[src/design/vpe_defs.svh]
// Purpose: constants for the video port event and interrupt block
// Assumes: thresholds and counts in double-words
// Notes:   widths fixed
`ifndef VPE_DEFS_SVH
`define VPE_DEFS_SVH
`define VPE_THR_W      12
`define VPE_EVT_W      12
`define VPE_NFLAG      12
`define VPE_RST_CYC    4
`define VPE_LVL_W      14
`endif

[src/design/vpe_pkg.sv]
// Purpose: types for the video port event and interrupt block
// Assumes: defs header included first
// Notes:   one request tracker state per fifo
`include "vpe_defs.svh"
package vpe_pkg;
  typedef enum logic [1:0] {VPE_IDLE, VPE_PEND, VPE_SERV, VPE_SERV_PEND} vpe_req_st_t;
  typedef logic [`VPE_THR_W-1:0] vpe_thr_t;
  typedef logic [`VPE_LVL_W-1:0] vpe_lvl_t;
  typedef logic [`VPE_EVT_W-1:0] vpe_evt_t;
endpackage

[src/design/vpe_top.sv]
// Purpose: dma request generation and merged interrupt pulse for a video port
// Assumes: fifo levels, access strobes and flag sets arrive synchronous to core_clk_i
// Notes:   index 0 luma, 1 blue chroma, 2 red chroma; channel a capture, b display
`timescale 1ns/10ps
`include "vpe_defs.svh"

// Functional notes
// [RULE_01] soft reset halts requests, clears display
// [RULE_02] soft reset bit self clears when done
// [RULE_03] bus writes still acknowledged during reset
// [RULE_04] enable locks other display control bits
// [RULE_05] blank bit gates display requests
// [RULE_06] twelve flags can raise interrupt
// [RULE_07] pulse only on zero to nonzero; the code also pulses when a clear leaves enabled flags pending
// [RULE_08] per source and global masks
// [RULE_09] write one clears, rearms pulse
// [RULE_10] isr reads, services, clears flags
// [RULE_11] six dedicated dma request outputs
// [RULE_12] capture request on threshold, one pending
// [RULE_13] second capture request above twice threshold
// [RULE_14] outgoing counter counts serviced double-words
// [RULE_15] three fifos tracked independently
// [RULE_16] chroma capture threshold rounds half up
// [RULE_17] field event counter selects threshold
// [RULE_18] display request on free space
// [RULE_19] extra display request at twice space
// [RULE_20] incoming counter counts written double-words
// [RULE_21] display event counter limits field requests
// [RULE_22] transfers are whole double-words only
// [RULE_23] requests and interrupt are pulses
module vpe_top (
  // clock and reset
  input  wire logic                 core_clk_i,
  input  wire logic                 reset_n_i,
  // display control
  input  wire logic                 ctl_wr_i,
  input  wire logic                 ctl_enable_i,
  input  wire logic                 ctl_blank_i,
  input  wire logic                 ctl_soft_reset_i,
  input  wire logic                 ctl_other_i,
  input  wire logic                 channel_pixel_clock_tick_i,
  output logic                      display_enable_bit_o,
  output logic                      display_blank_bit_o,
  output logic                      channel_soft_reset_o,
  output logic                      display_other_o,
  output logic                      display_fifo_flush_o,
  output logic                      display_outputs_drive_o,
  // capture fifos
  input  wire logic                 cap_enable_i,
  input  wire logic                 cap_field_start_i,
  input  vpe_pkg::vpe_thr_t         field_one_threshold_i,
  input  vpe_pkg::vpe_thr_t         field_two_threshold_i,
  input  vpe_pkg::vpe_evt_t         field_one_cap_events_i,
  input  vpe_pkg::vpe_lvl_t         cap_level_i [3],
  input  wire logic [2:0]           cap_read_i,
  // display fifos
  input  vpe_pkg::vpe_thr_t         display_threshold_i,
  input  vpe_pkg::vpe_evt_t         field_one_display_events_i,
  input  vpe_pkg::vpe_evt_t         field_two_display_events_i,
  input  wire logic                 disp_field_start_i,
  input  wire logic                 disp_field_two_i,
  input  vpe_pkg::vpe_lvl_t         disp_free_i [3],
  input  wire logic [2:0]           disp_write_i,
  output logic                      disp_write_ack_o,
  // dma requests
  output logic                      luma_request_a_o,
  output logic                      blue_chroma_request_a_o,
  output logic                      red_chroma_request_a_o,
  output logic                      luma_request_b_o,
  output logic                      blue_chroma_request_b_o,
  output logic                      red_chroma_request_b_o,
  // interrupts
  input  wire logic [11:0]          flag_set_i,
  input  wire logic [11:0]          status_clear_i,
  input  wire logic [11:0]          interrupt_enable_reg_i,
  input  wire logic                 global_interrupt_enable_i,
  output logic [11:0]               interrupt_status_reg_o,
  output logic                      vp_interrupt_o
);
  import vpe_pkg::*;

  typedef struct packed {
    logic                     en;
    logic                     blank;
    logic                     srst;
    logic                     other;
    logic [2:0]               rst_cnt;
    logic                     flush;
    logic                     ack;
    vpe_req_st_t [2:0]        cst;
    vpe_thr_t [2:0]           ccnt;
    vpe_evt_t [2:0]           cevt;
    logic [2:0]               cf2;
    vpe_req_st_t [2:0]        dst;
    vpe_thr_t [2:0]           dcnt;
    vpe_evt_t [2:0]           devt;
    logic [5:0]               req;
    logic [11:0]              stat;
    logic                     armed;
    logic                     irq;
  } vpe_state_t;

  vpe_state_t st_reg, st_next;

  function automatic vpe_lvl_t ext(input vpe_thr_t v);
    ext = vpe_lvl_t'(v);
  endfunction

  always_comb begin
    vpe_thr_t ct1, ct2, cthr, nthr, dthr;
    logic [11:0] pend;
    logic hit, go_c, go_d, rearm;
    st_next = st_reg;
    ct1 = '0; ct2 = '0; cthr = '0; nthr = '0; dthr = '0;
    pend = '0; hit = 1'b0; go_c = 1'b0; go_d = 1'b0;
    rearm = 1'b0;
    st_next.req = 6'h00;
    st_next.irq = 1'b0;
    st_next.flush = 1'b0;
    // [RULE_03] always acknowledged
    // acked even in reset so the dma controller never stalls
    st_next.ack = |disp_write_i;
    // display control: enable locks other bits
    if (ctl_wr_i) begin
      st_next.en = ctl_enable_i;
      st_next.blank = ctl_blank_i;
      if (ctl_soft_reset_i)
        st_next.srst = 1'b1;
      // [RULE_04] other bits locked
      if (!st_reg.en)
        st_next.other = ctl_other_i;
    end
    // [RULE_01] reset display channel
    if (st_reg.srst) begin
      st_next.en = 1'b0;
      st_next.blank = 1'b1;
      st_next.other = 1'b0;
      st_next.flush = 1'b1;
      for (int i = 0; i < 3; i++) begin
        st_next.dst[i] = VPE_IDLE;
        st_next.dcnt[i] = '0;
        st_next.devt[i] = '0;
      end
      // [RULE_02] self clear needs pixel clock
      if (channel_pixel_clock_tick_i) begin
        if (st_reg.rst_cnt == 3'(`VPE_RST_CYC - 1)) begin
          st_next.srst = 1'b0;
          st_next.rst_cnt = '0;
        end else
          st_next.rst_cnt = st_reg.rst_cnt + 3'h1;
      end
    end
    // [RULE_15] capture fifos tracked separately
    for (int i = 0; i < 3; i++) begin
      // [RULE_16] chroma threshold rounds up
      if (i == 0) begin
        ct1 = field_one_threshold_i;
        ct2 = field_two_threshold_i;
      end else begin
        ct1 = vpe_thr_t'((field_one_threshold_i >> 1) + field_one_threshold_i[0]);
        ct2 = vpe_thr_t'((field_two_threshold_i >> 1) + field_two_threshold_i[0]);
      end
      // [RULE_17] field counter picks threshold
      cthr = st_reg.cf2[i] ? ct2 : ct1;
      nthr = (st_reg.cevt[i] == vpe_evt_t'(1) && !st_reg.cf2[i]) ? ct2 : cthr;
      if (cap_field_start_i) begin
        st_next.cf2[i] = 1'b0;
        st_next.cevt[i] = field_one_cap_events_i;
      end
      if (!cap_enable_i) begin
        st_next.cst[i] = VPE_IDLE;
      end else begin
        unique case (st_reg.cst[i])
          // [RULE_12] request on threshold crossing
          VPE_IDLE: go_c = cap_level_i[i] >= ext(cthr) && cthr != '0;
          VPE_PEND: go_c = 1'b0;
          // [RULE_13] one extra request outstanding
          VPE_SERV: go_c = cap_level_i[i] > (ext(cthr) + ext(nthr));
          VPE_SERV_PEND: go_c = 1'b0;
        endcase
        if (go_c) begin
          st_next.req[i] = 1'b1;
          st_next.cst[i] = (st_reg.cst[i] == VPE_IDLE) ? VPE_PEND : VPE_SERV_PEND;
          if (st_reg.cevt[i] > vpe_evt_t'(1))
            st_next.cevt[i] = st_reg.cevt[i] - vpe_evt_t'(1);
          else if (!st_reg.cf2[i])
            st_next.cf2[i] = 1'b1;
        end
        // [RULE_14] outgoing double-word counter
        // [RULE_22] one read strobe per double-word
        if (cap_read_i[i]) begin
          if (st_reg.cst[i] == VPE_PEND) begin
            st_next.ccnt[i] = cthr - vpe_thr_t'(1);
            // a one double-word service ends on its first read
            if (cthr == vpe_thr_t'(1))
              st_next.cst[i] = VPE_IDLE;
            else
              st_next.cst[i] = VPE_SERV;
          end else if (st_reg.ccnt[i] != '0) begin
            st_next.ccnt[i] = st_reg.ccnt[i] - vpe_thr_t'(1);
            // a request raised in the closing cycle must stay pending
            if (st_reg.ccnt[i] == vpe_thr_t'(1))
              st_next.cst[i] = (st_reg.cst[i] == VPE_SERV_PEND || go_c) ? VPE_PEND : VPE_IDLE;
          end
        end
      end
    end
    // display fifos
    for (int i = 0; i < 3; i++) begin
      // chroma display threshold truncates; odd values are the user's problem
      if (i == 0)
        dthr = display_threshold_i;
      else
        dthr = display_threshold_i >> 1;
      // [RULE_21] event count per field
      if (disp_field_start_i)
        st_next.devt[i] = disp_field_two_i ? field_two_display_events_i
                                           : field_one_display_events_i;
      // [RULE_05] blank gates requests
      hit = st_reg.en && !st_reg.blank && !st_reg.srst && st_reg.devt[i] != '0
            && dthr != '0;
      unique case (st_reg.dst[i])
        // [RULE_18] request on free space
        VPE_IDLE: go_d = hit && disp_free_i[i] >= ext(dthr);
        VPE_PEND: go_d = 1'b0;
        // [RULE_19] extra at twice space
        VPE_SERV: go_d = hit && disp_free_i[i] >= (ext(dthr) << 1);
        VPE_SERV_PEND: go_d = 1'b0;
      endcase
      if (go_d) begin
        st_next.req[3+i] = 1'b1;
        st_next.dst[i] = (st_reg.dst[i] == VPE_IDLE) ? VPE_PEND : VPE_SERV_PEND;
        if (!disp_field_start_i)
          st_next.devt[i] = st_reg.devt[i] - vpe_evt_t'(1);
      end
      // [RULE_20] incoming double-word counter
      // [RULE_22] one write strobe per double-word
      if (disp_write_i[i] && !st_reg.srst) begin
        if (st_reg.dst[i] == VPE_PEND) begin
          st_next.dcnt[i] = dthr - vpe_thr_t'(1);
          // a one double-word service ends on its first write
          if (dthr == vpe_thr_t'(1))
            st_next.dst[i] = VPE_IDLE;
          else
            st_next.dst[i] = VPE_SERV;
        end else if (st_reg.dcnt[i] != '0) begin
          st_next.dcnt[i] = st_reg.dcnt[i] - vpe_thr_t'(1);
          // a request raised in the closing cycle must stay pending
          if (st_reg.dcnt[i] == vpe_thr_t'(1))
            st_next.dst[i] = (st_reg.dst[i] == VPE_SERV_PEND || go_d) ? VPE_PEND : VPE_IDLE;
        end
      end
    end
    // [RULE_06] sticky flags, set wins over clear
    // [RULE_09] write one clears
    st_next.stat = (st_reg.stat & ~status_clear_i) | flag_set_i;
    // [RULE_08] individual and global masks
    pend = st_next.stat & interrupt_enable_reg_i;
    // clearing any set flag rearms the pulse
    rearm = st_reg.armed || (|(status_clear_i & st_reg.stat));
    st_next.armed = rearm;
    // [RULE_07] pulse on none to some
    if (global_interrupt_enable_i && (|pend) && rearm) begin
      st_next.irq = 1'b1;
      st_next.armed = 1'b0;
    end else if (!global_interrupt_enable_i || !(|pend)) begin
      // nothing visible pending, so the next flag may pulse
      st_next.armed = 1'b1;
    end
  end

  always_ff @(posedge core_clk_i) begin
    if (!reset_n_i) begin
      st_reg <= '0;
      st_reg.blank <= 1'b1;
      st_reg.armed <= 1'b1;
    end else
      st_reg <= st_next;
  end

  // outputs straight from flops
  assign display_enable_bit_o = st_reg.en;
  assign display_blank_bit_o = st_reg.blank;
  assign channel_soft_reset_o = st_reg.srst;
  assign display_other_o = st_reg.other;
  assign display_fifo_flush_o = st_reg.flush;
  assign display_outputs_drive_o = st_reg.en;
  assign disp_write_ack_o = st_reg.ack;
  // [RULE_11] six request lines
  // [RULE_23] one cycle pulses
  assign luma_request_a_o = st_reg.req[0];
  assign blue_chroma_request_a_o = st_reg.req[1];
  assign red_chroma_request_a_o = st_reg.req[2];
  assign luma_request_b_o = st_reg.req[3];
  assign blue_chroma_request_b_o = st_reg.req[4];
  assign red_chroma_request_b_o = st_reg.req[5];
  assign interrupt_status_reg_o = st_reg.stat;
  assign vp_interrupt_o = st_reg.irq;
endmodule

[config.mk]
export PLATFORM = sky130hd
export DESIGN_NAME = vpe_top
export DESIGN_NICKNAME = d
export VERILOG_FILES = /design/src/design/vpe_pkg.sv /design/src/design/vpe_top.sv
export VERILOG_INCLUDE_DIRS = /design/src /design/src/design
export SDC_FILE = /design/constraint.sdc
export NUM_CORES = 1
export LEC_CHECK = 0
export ABC_AREA = 1
export BUFFER_PORTS_ARGS = -buffer_cell sky130_fd_sc_hd__buf_4
export CORE_UTILIZATION = 55
export CTS_CLUSTER_DIAMETER = 120
export DETAILED_ROUTE_END_ITERATION = 6
export MAX_ROUTING_LAYER = met4
export PLACE_DENSITY = 0.78
export SETUP_SLACK_MARGIN = 0.02
export SLEW_MARGIN = 0
export SYNTH_ARGS = -nofsm -noshare
export SYNTH_HDL_FRONTEND = slang
export SYNTH_SLANG_ARGS = --single-unit
export TNS_END_PERCENT = 10
[constraint.sdc]
create_clock -name core_clk_i -period 4 [get_ports core_clk_i]
set_input_delay 0.4 -clock core_clk_i [delete_from_list [all_inputs] [get_ports core_clk_i]]
set_output_delay 0.4 -clock core_clk_i [all_outputs]
set_load 0.02 [all_outputs]
==> load_flow_metrics.sql <==
INSERT INTO impl_metrics (metric_group, metric, value, unit) VALUES
('layout', 'final_cell_mix', '617 x sky130_fd_sc_hd__nand2_1, 497 x sky130_fd_sc_hd__buf_4, 405 x sky130_fd_sc_hd__inv_1', ''),
('layout', 'inserted_diodes', '0', ''),
('timing', 'fin_hold_ws', '153', 'ps'),
('outcome', 'failing_checks', 'negative setup slack', ''),
('timing', 'timing.slew.headroom', '0.188', ''),
('layout', 'fin_area', '24700', 'um2'),
('layout', 'num-nets-final', '4001', ''),
('critical_path', 'largest_stage_delay_worst_path', '400', 'ps'),
('layout', 'final_common_cell', 'sky130_fd_sc_hd__nand2_1', ''),
('global_route', 'antenna_violations_before_repair', '0', ''),
('flow_run', 'cap_violations', '0', ''),
('critical_path', 'cp_common_cell', 'sky130_fd_sc_hd__nand2_1', ''),
('die', 'ioPinCount', '237', ''),
('route', 'drc', '0', ''),
('pwr', 'ir_worst_vdd', '0.000555', 'V'),
('global_route', 'grt_start_max_net_pins', '105', ''),
('layout', 'syn2layout_area_growth', '27.2', '%'),
('timing', 'clock-skew-final', '10.7', 'ps'),
('placed_design', 'placement.io_buffers', '236', ''),
('logic_synthesis', 'yosysWarningCount', '0', ''),
('critical_path', 'worst_ep_required_time', '4390', 'ps'),
('layout', 'share_of_post_route_cells_with_drive_strength_above_1', '0.200', ''),
('placed_design', 'routability_congestion_estimate', '0.990', ''),
('die', 'core_region_area', '34700', 'um2'),
('route', 'routed_wire_length_per_instance', '16.0', 'um'),
('route', 'firstDrtPassIters', '6', ''),
('global_route', 'gr-usage-all-layers', '0.360', ''),
('route', 'vias', '23200', ''),
('logic_synthesis', 'synth_edf_count', '0', ''),
('clock_network', 'cts_max_level', '4', ''),
('clock_network', 'cts.clk_slew.worst_paths', '80', 'ps'),
('critical_path', 'worst-endpoint-arrival', '4730', 'ps'),
('logic_synthesis', 'synth.distinct_cells', '59', ''),
('clock_network', 'max-clock-path-buffers', '2', ''),
('timing', 'drv_slew', '0', ''),
('logic_synthesis', 'ff_latch_count_synth', '188', ''),
('die', 'chipWidth', '190', 'um'),
('logic_synthesis', 'synth_sequential_area_ratio', '0.193', ''),
('route', 'iteration_0_drc_markers', '2108', ''),
('timing', 'report.final.setup_viol', '45', ''),
('die', 'die_h', '190', 'um'),
('clock_network', 'cts_hold_bufs', '0', ''),
('pwr', 'power-per-cell-area', '395', 'nW/um2'),
('global_route', 'wire_length_of_the_first_global_routing_pass', '103000', 'um'),
('die', 'initial_core_util', '0.560', ''),
('critical_path', 'max_fo_critical_path', '9', ''),
('clock_network', 'cts_inserted_buffers', '17', ''),
('clock_network', 'cts_root_buffer', 'sky130_fd_sc_hd__clkbuf_16', ''),
('timing', 'timing.fmax', '231', 'MHz'),
('placed_design', 'dpl-instance-area', '23200', 'um2'),
('critical_path', 'crit_path_top_delay_cell', 'sky130_fd_sc_hd__fa_2', ''),
('logic_synthesis', 'async_reset_ff_frac', '0', ''),
('clock_network', 'clock_latency', '460', 'ps'),
('clock_network', 'sinks_on_clock_net', '188', ''),
('logic_synthesis', 'post_synthesis_instance_area', '19500', 'um2'),
('timing', 'final.setup.worst_slack', '-337', 'ps'),
('timing', 'tns', '-9550', 'ps'),
('pwr', 'p_leak', '12.2', 'nW'),
('route', 'antenna_violating_nets_post_route', '0', ''),
('logic_synthesis', 'syn_inst', '3133', ''),
('die', 'die_area', '36100', 'um2'),
('timing', 'setup_repair_after_global_routing_missed_its_margin', 'yes', ''),
('hold_path', 'min-delay-path-class', 'in2reg', ''),
('outcome', 'status', 'complete, but fails checks', ''),
('route', 'routed_wirelength', '64400', 'um'),
('global_route', 'globalRouteOverflowTotal', '0', ''),
('critical_path', 'timing_worst_setup_path_type', 'reg2reg', ''),
('critical_path', 'critical_path_capture_point_type', 'flip-flop', ''),
('timing', 'finalHoldViolCount', '0', ''),
('logic_synthesis', 'yosys_most_used_dff', 'sky130_fd_sc_hd__dfxtp_1', ''),
('placed_design', 'hpwl', '49200', 'um'),
('die', 'rows', '68', ''),
('critical_path', 'crit_path_start_kind', 'flip-flop', ''),
('clock_network', 'tritoncts', 'done', ''),
('timing', 'finalCritPeriodShare', '1.08', ''),
('layout', 'largest_register_ff_count', '163', ''),
('logic_synthesis', 'synthesis.nets', '3566', ''),
('timing', 'tightest_pin_transition', '1220', 'ps'),
('logic_synthesis', 'synthesis.area_per_instance', '6.21', 'um2'),
('timing', 'finalWorstPathRequiredPeriod', '4340', 'ps'),
('global_route', 'first_global_vias', '21700', ''),
('route', 'vias_per_cell', '5.74', '');
## cell usage after synthesis, drive strengths merged, types with 3 or more instances
library cell | instances | area, um2
dfxtp | 188 | 3760
nand2 | 656 | 2530
clkinv | 7 | 26.3
a22oi | 6 | 45.0
o221ai | 3 | 26.3
ha | 219 | 2740
o31ai | 6 | 45.0
clkbuf | 62 | 233
nand3b | 6 | 45.0
o21ai | 252 | 1280
or2 | 6 | 37.5
o21bai | 6 | 45.0
a21o | 4 | 30.0
or3 | 4 | 25.0
and2 | 4 | 25.0
inv | 419 | 1570
a31oi | 22 | 138
buf | 32 | 203
a211oi | 12 | 90.1
o2111ai | 3 | 26.3
nor3 | 51 | 265
o311ai | 6 | 52.6
fa | 3 | 60.1
o21a | 3 | 22.5
o22ai | 10 | 62.6
nor2 | 388 | 1490
nand4 | 99 | 619
xnor2 | 36 | 315
nor4 | 19 | 119
o211ai | 32 | 245
a21oi | 298 | 1510
a221oi | 3 | 26.3
xor2 | 79 | 692
nand3 | 175 | 918
## final cells by class
| type | count | area [um2] |
|---|---|---|
| Sequential cell | 188 | 3780 |
| Timing Repair Buffer | 508 | 3870 |
| Clock buffer | 18 | 429 |
| Inverter | 426 | 1600 |
| Clock inverter | 14 | 198 |
| Tap cell | 455 | 569 |
| Fill cell | 2974 | 9970 |
| Multi-Input combinational cell | 2427 | 14300 |
## per-layer routing
| layer | track usage | part of all wire | vias up |
|---|---|---|---|
| li1 | - | - | 11400 |
| met2 | 0.579 | 0.46 | 1045 |
| met1 | 0.468 | 0.44 | 10600 |
| met5 | - | 0 | - |
| met3 | 0.0398 | 0.077 | 138 |
| met4 | 0.114 | 0.025 | 0 |
## stage by stage
step	instances	setup WS [ps]	power, mW	util
after floorplan	3133	22.2	5.94	-
after global placement	3964	-285	7.31	0.669
after detailed placement	3964	-389	7.49	0.669
after CTS	4022	-138	9.54	0.704
after global routing	4036	-620	10.5	0.713
final	4036	-337	9.76	0.713
## where the power goes
| part | internal, mW | leakage (nW) | switching [mW] |
|---|---|---|---|
| Sequential | 2.16 | 1.55 | 0.275 |
| Combinational | 2.29 | 10.4 | 3.18 |
| Clock | 1.01 | 0.299 | 0.850 |
| Total | 5.46 | 12.2 | 4.31 |
## critical path: cells and delay by family (launching register included)
family | cells | cell delay [ps]
AOI/OAI and AO/OA | 2 | 250
xor gates and xnor gates | 1 | 120
adders and majority gates | 4 | 990
buffers and inverters | 5 | 530
DFF | 1 | 330
muxes | 1 | 170
and+or+nand+nor | 18 | 1890
## final timing paths
check | from | endpoint | slack (ps) | cells after the start
min | ctl_blank_i | display_blank_bit_o$_SDFFE_PP1P_ | 150 | 3
max | st_reg[114]$_SDFF_PN0_ | st_reg[122]$_SDFF_PN0_ | -340 | 31
max reg2reg | st_reg[114]$_SDFF_PN0_ | st_reg[122]$_SDFF_PN0_ | -340 | 31
min reg2reg | st_reg[183]$_SDFFE_PN0P_ | st_reg[183]$_SDFFE_PN0P_ | 460 | 2
## cells by family (layout without fill, tap and decap cells)
logic type	after synthesis	after routing	synth area share
flops	188	188	0.193
fa+ha+maj	222	222	0.144
mux	1	1	0.000515
xor+xnor	115	115	0.0518
simple gates	1411	1413	0.313
buf+inv	520	966	0.105
compound gates	676	676	0.192
## what timing repair did
action	in CTS	in global routing
gates cloned	3	0
gates resized for setup	91	61
pin swaps	48	51
setup buffers	23	14
endpoints found under the setup margin	45	45
Note: power is estimated with default switching activity, not from simulation.
